===== config.mk =====
export PLATFORM = sky130hd
export DESIGN_NAME = sadc_frame_ctrl
export DESIGN_NICKNAME = d
export VERILOG_FILES = /design/src/sadc_frame_ctrl.v /design/src/sadc_sar_core.v
export VERILOG_INCLUDE_DIRS = /design/src /design/src/include
export SDC_FILE = /design/constraint.sdc
export NUM_CORES = 1
export LEC_CHECK = 0
export BUFFER_PORTS_ARGS = -buffer_cell sky130_fd_sc_hd__buf_2
export CORE_UTILIZATION = 30
export CTS_CLUSTER_DIAMETER = 150
export CTS_CLUSTER_SIZE = 12
export DETAILED_ROUTE_END_ITERATION = 8
export PLACE_DENSITY = 0.44
export RECOVER_POWER = 100
export SYNTH_ARGS = -nofsm -noshare
export SYNTH_HDL_FRONTEND = slang
export SYNTH_SLANG_ARGS = --single-unit

===== constraint.sdc =====
create_clock -name sys_clk_i -period 3.6 [get_ports sys_clk_i]
set_clock_uncertainty 0.05 [all_clocks]
set_input_delay 0.54 -clock sys_clk_i [delete_from_list [all_inputs] [get_ports sys_clk_i]]
set_output_delay 0.54 -clock sys_clk_i [all_outputs]
set_load 0.03 [all_outputs]

===== src/include/sadc_regs.vh =====
// constants for the serial converter frame control
`ifndef SADC_REGS_VH
`define SADC_REGS_VH

// fixed word for reset or abandoned conversion
`define SADC_RESET_WORD      16'h3FC0
`define SADC_ZERO_CODE       14'h0000
`define SADC_FULL_CODE       14'h3FFF
`define SADC_WORD_W          16
`define SADC_RES_W           14
`define SADC_PAD_BITS        2'h0
// counts of serial clock edges within a cycle
`define SADC_RST_MIN_FALLS   5'h01
`define SADC_RST_MAX_FALLS   5'h08
`define SADC_SAMPLE_FALLS    5'h04
`define SADC_CONV_FALLS      5'h18
`define SADC_SDO_LAST_RISE   5'h11
`define SADC_CNT_ONE         5'h01
`define SADC_CNT_ZERO        5'h00
// idle levels of {frame sync, chip select, serial clock}
`define SADC_PIN_IDLE        3'h6
// conversion time
`define SADC_CONV_MAX_NS     2670
`define SADC_CLK_MHZ         250
`define SADC_CONV_CYC        ((`SADC_CONV_MAX_NS * `SADC_CLK_MHZ) / 1000)

`endif


===== src/sadc_frame_ctrl.v =====
// serial framing, reset cycle, pipelined readout and power-down control
//
// What this block does
// - one to eight falling edges then framing release is an init cycle.
// - after a valid init cycle the next word shifted out is 3FC0h.
// - with frame sync, init may start by frame sync falling, ends first rise.
// - sampling window of 20 clocks starts at the fifth clock in frame.
// - conversion starts after 24th falling edge; later chip select rise harmless.
// - new cycle during conversion abandons it; next word is 3FC0h.
// - each cycle shifts out the result of the previous cycle's sample.
// - sixteen bits MSB first, result in 15..2, bits 1..0 don't care.
// - chip select fall with frame sync high starts cycle, MSB out.
// - output bits change on rising clock edges, host captures on falling.
// - frame sync only: its rise starts cycle and presents MSB.
// - both inputs: frame sync rise releases MSB, its fall starts sampling.
// - framing edges are accepted whatever level the serial clock has.
// - single framing input variant: chip select fall starts and shows MSB.
// - results are straight binary, clamped to 0000h and 3FFFh.
// - power down at end of conversion, wake on a start by chip select fall or frame sync rise.
// - output released after 17th rising edge or at chip select rise.
`include "sadc_regs.vh"

module sadc_frame_ctrl #(
   parameter FS_VARIANT = 1,
   parameter CONV_CYC   = `SADC_CONV_CYC
) (
   input  wire        sys_clk_i,
   input  wire        rst_b_i,
   input  wire        sclk_i,
   input  wire        cs_b_i,
   input  wire        frame_sync_in_i,
   input  wire [15:0] sample_code_i,
   output reg         sdo_o,
   output reg         sdo_oe_o,
   output reg         sample_en_o,
   output reg         conv_busy_o,
   output reg         power_down_o,
   output reg         init_done_o
);

   localparam ST_IDLE  = 2'h0;
   localparam ST_ARMED = 2'h1;
   localparam ST_FRAME = 2'h2;
   localparam ST_TAIL  = 2'h3;

   reg         rst_s1_r;
   reg         rst_s2_r;
   wire        rst_n;

   reg  [2:0]  in_s1_r;
   reg  [2:0]  in_s2_r;
   reg  [2:0]  in_s3_r;

   reg  [1:0]  state_r;
   reg  [1:0]  state_nxt;
   reg  [4:0]  fall_cnt_r;
   reg  [4:0]  rise_cnt_r;
   reg  [15:0] shift_r;
   reg  [15:0] next_word_r;
   reg         fs_frame_r;

   wire        sclk_rise;
   wire        sclk_fall;
   wire        cs_low;
   wire        cs_fall;
   wire        cs_rise;
   wire        fs_high;
   wire        fs_rise;
   wire        fs_fall;
   wire        start_cs;
   wire        arm_fs;
   wire        start_fs;
   wire        wake;
   wire        frame_end;
   wire        reach_conv;
   wire        conv_start;
   wire        conv_abort;
   wire        sar_busy;
   wire        sar_done;
   wire [13:0] sar_result;
   wire [15:0] load_word;
   wire        load;

   // reset release through two flops
   always @(posedge sys_clk_i or negedge rst_b_i)
   begin
      if (!rst_b_i)
      begin
         rst_s1_r <= 1'b0;
         rst_s2_r <= 1'b0;
      end
      else
      begin
         rst_s1_r <= 1'b1;
         rst_s2_r <= rst_s1_r;
      end
   end

   assign rst_n = rst_s2_r;

   // pins: {frame sync, chip select, serial clock}; third stage for edges
   always @(posedge sys_clk_i or negedge rst_n)
   begin
      if (!rst_n)
      begin
         in_s1_r <= `SADC_PIN_IDLE;
         in_s2_r <= `SADC_PIN_IDLE;
         in_s3_r <= `SADC_PIN_IDLE;
      end
      else
      begin
         in_s1_r <= {frame_sync_in_i, cs_b_i, sclk_i};
         in_s2_r <= in_s1_r;
         in_s3_r <= in_s2_r;
      end
   end

   // edges are found on the system clock, so framing may move while the
   // serial clock is high or low
   assign sclk_rise = in_s2_r[0] & ~in_s3_r[0];
   assign sclk_fall = ~in_s2_r[0] & in_s3_r[0];
   assign cs_low    = ~in_s2_r[1];
   assign cs_fall   = ~in_s2_r[1] & in_s3_r[1];
   assign cs_rise   = in_s2_r[1] & ~in_s3_r[1];
   // without a frame sync pin it reads as tied high
   assign fs_high   = (FS_VARIANT != 0) ? in_s2_r[2] : 1'b1;
   assign fs_rise   = (FS_VARIANT != 0) & in_s2_r[2] & ~in_s3_r[2];
   assign fs_fall   = (FS_VARIANT != 0) & ~in_s2_r[2] & in_s3_r[2];

   assign start_cs  = cs_fall & fs_high;
   assign arm_fs    = fs_rise & cs_low;
   assign start_fs  = fs_fall & cs_low &
                      ((state_r == ST_ARMED) ||
                       (state_r == ST_IDLE));
   assign wake      = start_cs | arm_fs;

   // frame sync ends a frame only when that frame was opened by it
   assign frame_end = cs_rise | (fs_rise & fs_frame_r);
   assign reach_conv = sclk_fall &
                       (fall_cnt_r == `SADC_CONV_FALLS - `SADC_CNT_ONE);
   assign conv_start = (state_r == ST_FRAME) & ~frame_end & reach_conv;
   // a new cycle while converting throws the conversion away
   assign conv_abort = wake & sar_busy;

   // a cycle never shows a half-finished result
   assign load_word = sar_busy ? `SADC_RESET_WORD : next_word_r;
   // only a start from rest loads; a start inside a frame is ignored
   assign load      = (start_cs | arm_fs) &
                      ((state_r == ST_IDLE) || (state_r == ST_TAIL));

   always @*
   begin
      state_nxt = state_r;
      case (state_r)
         ST_IDLE, ST_TAIL:
         begin
            if (start_cs)
               state_nxt = ST_FRAME;
            else if (arm_fs)
               state_nxt = ST_ARMED;
            else if (start_fs && state_r == ST_IDLE)
               state_nxt = ST_FRAME;
         end
         ST_ARMED:
         begin
            if (start_fs)
               state_nxt = ST_FRAME;
            else if (cs_rise)
               state_nxt = ST_IDLE;
         end
         ST_FRAME:
         begin
            if (frame_end)
               state_nxt = ST_IDLE;
            else if (reach_conv)
               state_nxt = ST_TAIL;
         end
         default:
            state_nxt = ST_IDLE;
      endcase
   end

   always @(posedge sys_clk_i or negedge rst_n)
   begin
      if (!rst_n)
      begin
         state_r      <= ST_IDLE;
         fall_cnt_r   <= `SADC_CNT_ZERO;
         rise_cnt_r   <= `SADC_CNT_ZERO;
         shift_r      <= `SADC_RESET_WORD;
         next_word_r  <= `SADC_RESET_WORD;
         fs_frame_r   <= 1'b0;
         sdo_o        <= 1'b0;
         sdo_oe_o     <= 1'b0;
         sample_en_o  <= 1'b0;
         conv_busy_o  <= 1'b0;
         power_down_o <= 1'b1;
         init_done_o  <= 1'b0;
      end
      else
      begin
         state_r     <= state_nxt;
         // busy rises with the engine's own busy, one cycle after the start pulse
         conv_busy_o <= sar_busy | conv_start;

         // fresh result lines up for the next cycle
         if (sar_done)
            next_word_r <= {sar_result, `SADC_PAD_BITS};
         else if (conv_abort)
            next_word_r <= `SADC_RESET_WORD;

         if (sar_done)
            power_down_o <= 1'b1;
         else if (wake)
            power_down_o <= 1'b0;

         // cycle start: MSB goes out at once, counters cleared
         if (load)
         begin
            shift_r    <= load_word;
            sdo_o      <= load_word[`SADC_WORD_W-1];
            sdo_oe_o   <= 1'b1;
            fall_cnt_r <= `SADC_CNT_ZERO;
            rise_cnt_r <= `SADC_CNT_ZERO;
            fs_frame_r <= 1'b0;
         end
         else if (start_fs)
         begin
            // sampling counts from the frame sync fall
            fall_cnt_r <= `SADC_CNT_ZERO;
            rise_cnt_r <= `SADC_CNT_ZERO;
            fs_frame_r <= 1'b1;
            if (state_r == ST_IDLE)
            begin
               shift_r  <= load_word;
               sdo_o    <= load_word[`SADC_WORD_W-1];
               sdo_oe_o <= 1'b1;
            end
         end
         else
         begin
            if (state_r == ST_FRAME && sclk_fall &&
                fall_cnt_r != `SADC_CONV_FALLS)
               fall_cnt_r <= fall_cnt_r + `SADC_CNT_ONE;

            // every rise counts toward the release, but the first one
            // comes before the MSB is taken and must not shift
            if ((state_r == ST_FRAME || state_r == ST_TAIL) && sclk_rise &&
                rise_cnt_r != `SADC_SDO_LAST_RISE)
            begin
               rise_cnt_r <= rise_cnt_r + `SADC_CNT_ONE;
               if (fall_cnt_r != `SADC_CNT_ZERO)
               begin
                  shift_r <= {shift_r[`SADC_WORD_W-2:0], 1'b0};
                  sdo_o   <= shift_r[`SADC_WORD_W-2];
               end
               // 17th rise of the cycle, the first one included
               if (rise_cnt_r == `SADC_SDO_LAST_RISE - `SADC_CNT_ONE)
                  sdo_oe_o <= 1'b0;
            end

            if (cs_rise)
               sdo_oe_o <= 1'b0;

            // a short frame is the reset cycle, any other short one aborts
            if (state_r == ST_FRAME && frame_end)
            begin
               next_word_r <= `SADC_RESET_WORD;
               // a frame sync rise ends the cycle without a select rise
               sdo_oe_o    <= 1'b0;
               if (fall_cnt_r >= `SADC_RST_MIN_FALLS &&
                   fall_cnt_r <= `SADC_RST_MAX_FALLS)
                  init_done_o <= 1'b1;
               fs_frame_r <= 1'b0;
            end
         end

         sample_en_o <= (state_nxt == ST_FRAME) &&
                        (state_r == ST_FRAME) &&
                        (fall_cnt_r >= `SADC_SAMPLE_FALLS);
      end
   end

   // once started the engine runs on regardless of a chip select rise
   sadc_sar_core #(
      .CONV_CYC (CONV_CYC),
      .CNT_W    (12)
   ) u_sar (
      .clk_i    (sys_clk_i),
      .rst_n_i  (rst_n),
      .start_i  (conv_start),
      .abort_i  (conv_abort),
      .sample_i (sample_code_i),
      .busy_o   (sar_busy),
      .done_o   (sar_done),
      .result_o (sar_result)
   );

endmodule


===== src/sadc_sar_core.v =====
// conversion engine: timed on the internal clock, clamps, holds result
`include "sadc_regs.vh"

module sadc_sar_core #(
   parameter CONV_CYC = `SADC_CONV_CYC,
   parameter CNT_W    = 12
) (
   input  wire        clk_i,
   input  wire        rst_n_i,
   input  wire        start_i,
   input  wire        abort_i,
   input  wire [15:0] sample_i,
   output reg         busy_o,
   output reg         done_o,
   output reg  [13:0] result_o
);

   reg [CNT_W-1:0] cnt_r;
   reg [15:0]      held_r;

   always @(posedge clk_i or negedge rst_n_i)
   begin
      if (!rst_n_i)
      begin
         busy_o   <= 1'b0;
         done_o   <= 1'b0;
         cnt_r    <= {CNT_W{1'b0}};
         held_r   <= 16'h0000;
         result_o <= `SADC_ZERO_CODE;
      end
      else
      begin
         done_o <= 1'b0;
         if (abort_i)
         begin
            busy_o <= 1'b0;
         end
         else if (start_i)
         begin
            busy_o <= 1'b1;
            held_r <= sample_i;
            cnt_r  <= CONV_CYC[CNT_W-1:0];
         end
         else if (busy_o)
         begin
            if (cnt_r == {{(CNT_W-1){1'b0}}, 1'b1})
            begin
               busy_o <= 1'b0;
               done_o <= 1'b1;
               // inputs at or above the reference saturate
               if (held_r > {2'h0, `SADC_FULL_CODE})
                  result_o <= `SADC_FULL_CODE;
               else
                  result_o <= held_r[13:0];
            end
            cnt_r <= cnt_r - {{(CNT_W-1){1'b0}}, 1'b1};
         end
      end
   end

endmodule

==> summary.md, run 1 <==
| Metric | Value |
|---|---|
| First-pass GRT wire length | between 15,000 and 20,000 µm |
| Worst setup EP type | register |
| # IOs | 27 |
| Synthesis warning total | 0 |
| Area delta synth->final | 11.5% |
| Vias | about 3,300 |
| Die Ht | roughly 130 µm |
| Simple-Gate Fraction of Synth Area | 16.9% |
| Ys async rst share | between 90% and 100% |
| Diode count | 0 |
| CP Data Required Time | around 3.8 ns |
| Die footprint | between 15,000 and 20,000 µm² |
| Final hold violation count | 0 |
| Clk_lat worst skew | roughly 0.35 ns |
| Fin Setup TNS | 0 ns |
| Share of layout cells above drive strength 1 | between 20% and 30% |
| CP peak stage delay | 0.87 ns |
| Vias/cell | 4.77 |
| Main combinational cell family by area after synthesis | simple AND/OR/NAND/NOR gates |
| Max Cap Violations | 1 |
| Dominant synthesized flop cell | dfrtp_1 |
| Largest area contributor in the netlist | dfrtp_1 |
| Power per standard cell area | between 500 and 600 nW/µm² |
| Clock sinks | approximately 110 |
| Total GRT Usage | between 10% and 20% |
| Unrepaired setup endpoints after global routing | no |
| Post-DP Area | between 5000 and 6000 µm² |
| Post-synth top area share | between 40% and 50% |
| Period utilisation layout | a little over 80% |
| Number of synthesized flops with an enable pin | 0 |
| Setup violators final | 0 |
| # nets final | ~490 |
| Mean Syn Cell Area | around 11 µm² |
| Total core area | approximately 16,000 µm² |
| Mux cell area share after synthesis | ~11% |
| Hold crit path type | in2reg |
| CTS tree | yes |
| Starting Density | between 30% and 40% |
| Commonest cells post-synth | dfrtp_1 (82), nor2_1 (37), mux2_2 (35) |
| Clk root buf | clkbuf_16 |
| Pins Over Slew Limit | 65 |
| DRT Pass-1 Iters | 4 |
| XOR/XNOR share of the synthesized area | roughly 1.2% |
| GR Overflow Total | 0 |
| Worst-path clk slew | ~0.070 ns |
| Minimum clock period | around 3.0 ns |
| Worst vdd ir | 0.000246 V |
| Largest net degree at the start of global routing | between 60 and 70 |
| CP max-delay cell | nor4_1 |
| Post-Synthesis Cell Area | 4950 µm² |
| Final Cell Area | 5520 µm² |
| Initial detailed-routing violation count | around 160 |
| WP data arrival | 3.18 ns |
| Post-synthesis adder-cell area fraction | 3.03% |
| DRT antenna net count | 0 |
| Worst Tran Pin Value | between 2 and 3 ns |
| Placement row count | between 40 and 50 |
| Gate Count Post-Synth | 437 |
| Routed wire length | 10,200 µm |
| Placer Congestion | 0.737 |
| Synth cell types | 69 |
| Fin cells | around 700 |
| Worst-path fanout max | 16 |
| Clock H-tree levels | 3 |
| Top-count cell post-synth | dfrtp_1 |
| Vias in the first global route | about 3,300 |
| Drt drc | 0 |
| CTS buffer count | 9 |
| Yosys reg bits | about 110 |
| Routed wire per std cell | between 10 and 15 µm |
| Max Clock Freq | roughly 340 MHz |
| Clock buffer depth | 2 |
| Startpoint types | register |
| Synth Area in Compound Gates | around a tenth |
| Worst setup path category | reg2reg |
| Syn nets | 470 |
| Run status | finished with violations |
| IO buf count | 26 |
| Main area contributors after synthesis | dfrtp_1 (41%), dfstp_2 (12%), mux2_2 (8.0%), ha_1 (3.0%), nor2_1 (2.8%) |
| Detailed placer's ending HPWL | 6980 µm |
| Pleak | approximately 0.0024 µW |
| Failing checks | capacitance limit, slew limit |
| Initial antenna violation count | 0 |
| Dpl cells | between 600 and 700 |
| Crit-path cells | inv_1 -> ha_1 -> nor2_1 -> nor4_1 -> o31a_1 -> o21ai_4 -> mux2_1 |
| Die Span X | between 100 and 150 µm |
| Resize count post-CTS | 0 |
| Max-slew headroom | -69.2% |
| Sequential area share after synthesis | 53.6% |
==> path summary, 6_finish.rpt <==
check,start,end,slack [ns],cells past startpoint
max in group asynchronous,rst_n,shift_r[11],1.02,1
hold reg to reg,in_s1_r[0],in_s2_r[0],0.31,0
setup / recovery,state_r[0],shift_r[13],0.64,7
hold / removal,cs_b_i,in_s1_r[1],0.24,1
setup reg to reg,state_r[0],shift_r[13],0.64,7
min in group asynchronous,rst_b_i,rst_s1_r,0.44,2
==> metrics by stage <==
step / power, µW / setup slack [ns] / hold slack, ns / util (%)
3_3_place_gp: 2110 / 1.02 / 0.275 / 33.0
3_5_place_dp: 2120 / 1.05 / 0.275 / 33.0
2_1_floorplan: 1980 / 0.449 / 0.194 / -
4_1_cts: 3130 / 1.04 / 0.225 / 34.9
5_1_grt: 3220 / 0.451 / 0.227 / 34.5
6_report: 3040 / 0.642 / 0.240 / 34.5
==> power by group <==
group	total [µW]	switching (µW)	internal [µW]
logic	598	345	252
registers	1460	109	1350
clock network	989	445	544
==> flip-flops by register name (all words and copies together), names as in the netlist, 2 cells and up <==
register	cells
in_s1_r	3
u_sar.result_o	14
fall_cnt_r	5
u_sar.held_r	16
in_s2_r	3
rise_cnt_r	5
state_r	2
next_word_r	16
in_s3_r	3
u_sar.cnt_r	12
shift_r	15
==> cells by family after synthesis <==
group	after synthesis
and+or+nand+nor	145
DFF	105
AOI/OAI and AO/OA	82
muxes	48
buffers and inverters	37
adders and majority gates	12
xor gates and xnor gates	7
other	1
==> per-layer routing <==
layer	track usage (%)	vias up	share of wire [%]
li1	-	1608	-
met1	19.2	1600	52
met2	19.3	31	44
met3	2.16	11	2.0
met4	5.88	0	1.7
met5	0	-	0
==> critical path: cells and delay by family, from the launching register on <==
family | cells | cell delay (ns)
AND/OR/NAND/NOR | 2 | 0.99
AO/OA/AOI/OAI | 2 | 0.54
flip-flops | 1 | 0.42
multiplexers | 1 | 0.39
adder cells (fa/ha/maj) | 1 | 0.35
buffers and inverters | 1 | 0.14
==> layout by cell type, fill, tap and decap left out, types with 3 or more instances in the layout <==
master,n
xnor2_1,3
buf_4,4
a31oi_1,6
dfstp_2,21
nor2_1,37
ha_1,12
buf_2,19
inv_1,18
nand2b_1,4
nor3_1,7
clkbuf_16,9
nand3_1,10
mux2_1,4
or3_1,15
dfrtp_1,82
o21ai_0,23
mux2i_1,9
nand2_1,34
mux2_2,35
nor3b_1,10
a21oi_1,19
clkbuf_1,8
a22oi_1,7
and3_1,3
o22ai_1,9
xor2_1,4
==> what timing repair did <==
item / CTS / global route
hold endpoints to repair: 2 / 0
setup buffers: 0 / 0
hold buffers: 1 / 0
==> area by class of cell <==
type	count	area, µm²
Clock buffer	10	229
Sequential cell	105	2660
Multi-Input combinational cell	295	2070
Tap cell	216	270
Inverter	19	71.3
Timing Repair Buffer	31	161
Clock inverter	6	66.3
Fill cell	1677	10500
Power figures use the tool's default switching activity.
==> inputs of run 2 (changes only) <==
==> constraint.sdc (replaced) <==
create_clock -name sys_clk_i -period 2.8 [get_ports sys_clk_i]
set_clock_uncertainty 0.05 [all_clocks]
set_input_delay 0.42 -clock sys_clk_i [delete_from_list [all_inputs] [get_ports sys_clk_i]]
set_output_delay 0.42 -clock sys_clk_i [all_outputs]
set_load 0.03 [all_outputs]
==> summary.md, run 2 (same netlist as run 1, synthesis figures left out) <==
| Metric | Value |
|---|---|
| Fill count | ~1,600 |
| GR Overflow Total | 0 |
| Clk_lat worst skew | 0.35 ns |
| WP data arrival | around 2.7 ns |
| Max-slew headroom | -17.3% |
| DRT antenna net count | 0 |
| Max Clock Freq | just over 400 MHz |
| Total GRT Usage | about 13% |
| Vias | ~3,300 |
| First-pass GRT wire length | between 15,000 and 20,000 µm |
| Routed wire per std cell | between 10 and 15 µm |
| Worst-path clk slew | around 0.07 ns |
| Startpoint types | register |
| Die Span X | ~130 µm |
| Worst setup path category | reg2reg |
| Run status | finished with violations |
| Biggest regs | next_word_r (16), u_sar.held_r (16), shift_r (15) |
| CP Data Required Time | 2.99 ns |
| Die footprint | 17,000 µm² |
| Period utilisation layout | around 88% |
| Share of layout cells above drive strength 1 | between 20 and 25% |
| Power per standard cell area | between 700 and 800 nW/µm² |
| DRT Pass-1 Iters | 4 |
| Total core area | around 16,000 µm² |
| Final hold violation count | 0 |
| Clock buffer depth | 2 |
| Vias/cell | 4.82 |
| # IOs | 27 |
| Clk root buf | clkbuf_16 |
| Most common cell after layout, fill and taps aside | dfrtp_1 |
| Hold crit path type | in2reg |
| Detailed placer's ending HPWL | 7100 µm |
| CTS tree | yes |
| Drt drc | 0 |
| Worst vdd ir | around 0.00041 V |
| Diode count | 0 |
| Worst hold slack | around 0.12 ns |
| Worst Tran Pin Value | 1.76 ns |
| Die Ht | about 130 µm |
| Fin Setup TNS | 0 ns |
| Register area | 2660 µm² |
| Clock H-tree levels | 3 |
| Area delta synth->final | 14.0% |
| Clock sinks | 105 |
| Placer Congestion | approximately 0.8 |
| Largest net degree at the start of global routing | 62 |
| CTS buffer count | 9 |
| Setup violators final | 0 |
| # nets final | roughly 500 |
| Pins Over Slew Limit | 43 |
| Final Power | 4150 µW |
| Multi-input logic area | approximately 2100 µm² |
| Commonest non-fill, non-tap cells in the layout | dfrtp_1 (82), nor2_1 (37), mux2_2 (35) |
| Minimum clock period | approximately 2.5 ns |
| Worst setup EP type | register |
| Postcts setup bufs | 0 |
| Dpl cells | 668 |
| Vias in the first global route | between 3,000 and 4,000 |
| Initial detailed-routing violation count | between 100 and 150 |
| Initial antenna violation count | 0 |
| Resize count post-CTS | 0 |
| Worst-path fanout max | 17 |
| Unrepaired setup endpoints after global routing | no |
| Fin cells | approximately 700 |
| IO buf count | 26 |
| Pleak | around 0.0025 µW |
| Starting Density | between 30% and 40% |
| Max Cap Violations | 1 |
| Placement row count | 46 |
| Failing checks | capacitance limit, slew limit |
| Routed wire length | between 10,000 and 15,000 µm |
[run 2: routing by layer]
layer	share of wire, %	up-vias	GRT usage, %
met5	0	-	0
met4	1.9	0	6.15
met3	3.9	12	2.36
met2	43	58	18.9
met1	52	1617	19.8
li1	-	1616	-
[run 2: where the power goes]
group	leakage, µW	switching [µW]	internal, µW
sequential	0.00132	133	1730
combinational	0.00102	461	342
clock	0.000172	569	909
total	0.00251	1160	2990
[run 2: path summary, 6_finish.rpt]
path | start | to | slack, ns | depth (start not counted)
setup / recovery | state_r[0] | u_sar.held_r[7] | 0.33 | 6
hold / removal | cs_b_i | in_s1_r[1] | 0.12 | 1
setup reg to reg | state_r[0] | u_sar.held_r[7] | 0.33 | 6
hold reg to reg | rst_s1_r | rst_n | 0.31 | 0
max in group asynchronous | rst_n | shift_r[13] | 0.88 | 1
min in group asynchronous | rst_b_i | rst_s1_r | 0.33 | 2
[run 2: repair_timing]
item / 4_1_cts / 5_1_grt
setup endpoints to repair: 0 / 0
endpoints found under the hold margin: 2 / 0
hold buffers: 1 / 0
[run 2: final cells by class]
type / instances / share of cell area, %
clock inverters: 5 / 1.95
multi-input cells: 295 / 37.2
repair buffers: 34 / 3.50
flip-flops and latches: 105 / 47.0
inverters: 19 / 1.26
well taps: 216 / 4.79
clock buffers: 11 / 4.30
[run 2: stage by stage]
stage	utilization, %	instance area, µm²	setup slack, ns
2_1_floorplan	-	4950	0.655
3_3_place_gp	33.3	5320	0.395
3_5_place_dp	33.3	5320	0.273
4_1_cts	35.5	5690	0.281
5_1_grt	35.3	5650	0.0973
6_report	35.3	5650	0.325
[run 2: worst max-delay path, stage by stage (launching register included)]
cell and delay, ns:
dfrtp_1 0.41, inv_1 0.13, ha_1 0.33, and4b_1 0.33
and4_1 0.51, nand2_4 0.25, mux2_2 0.34
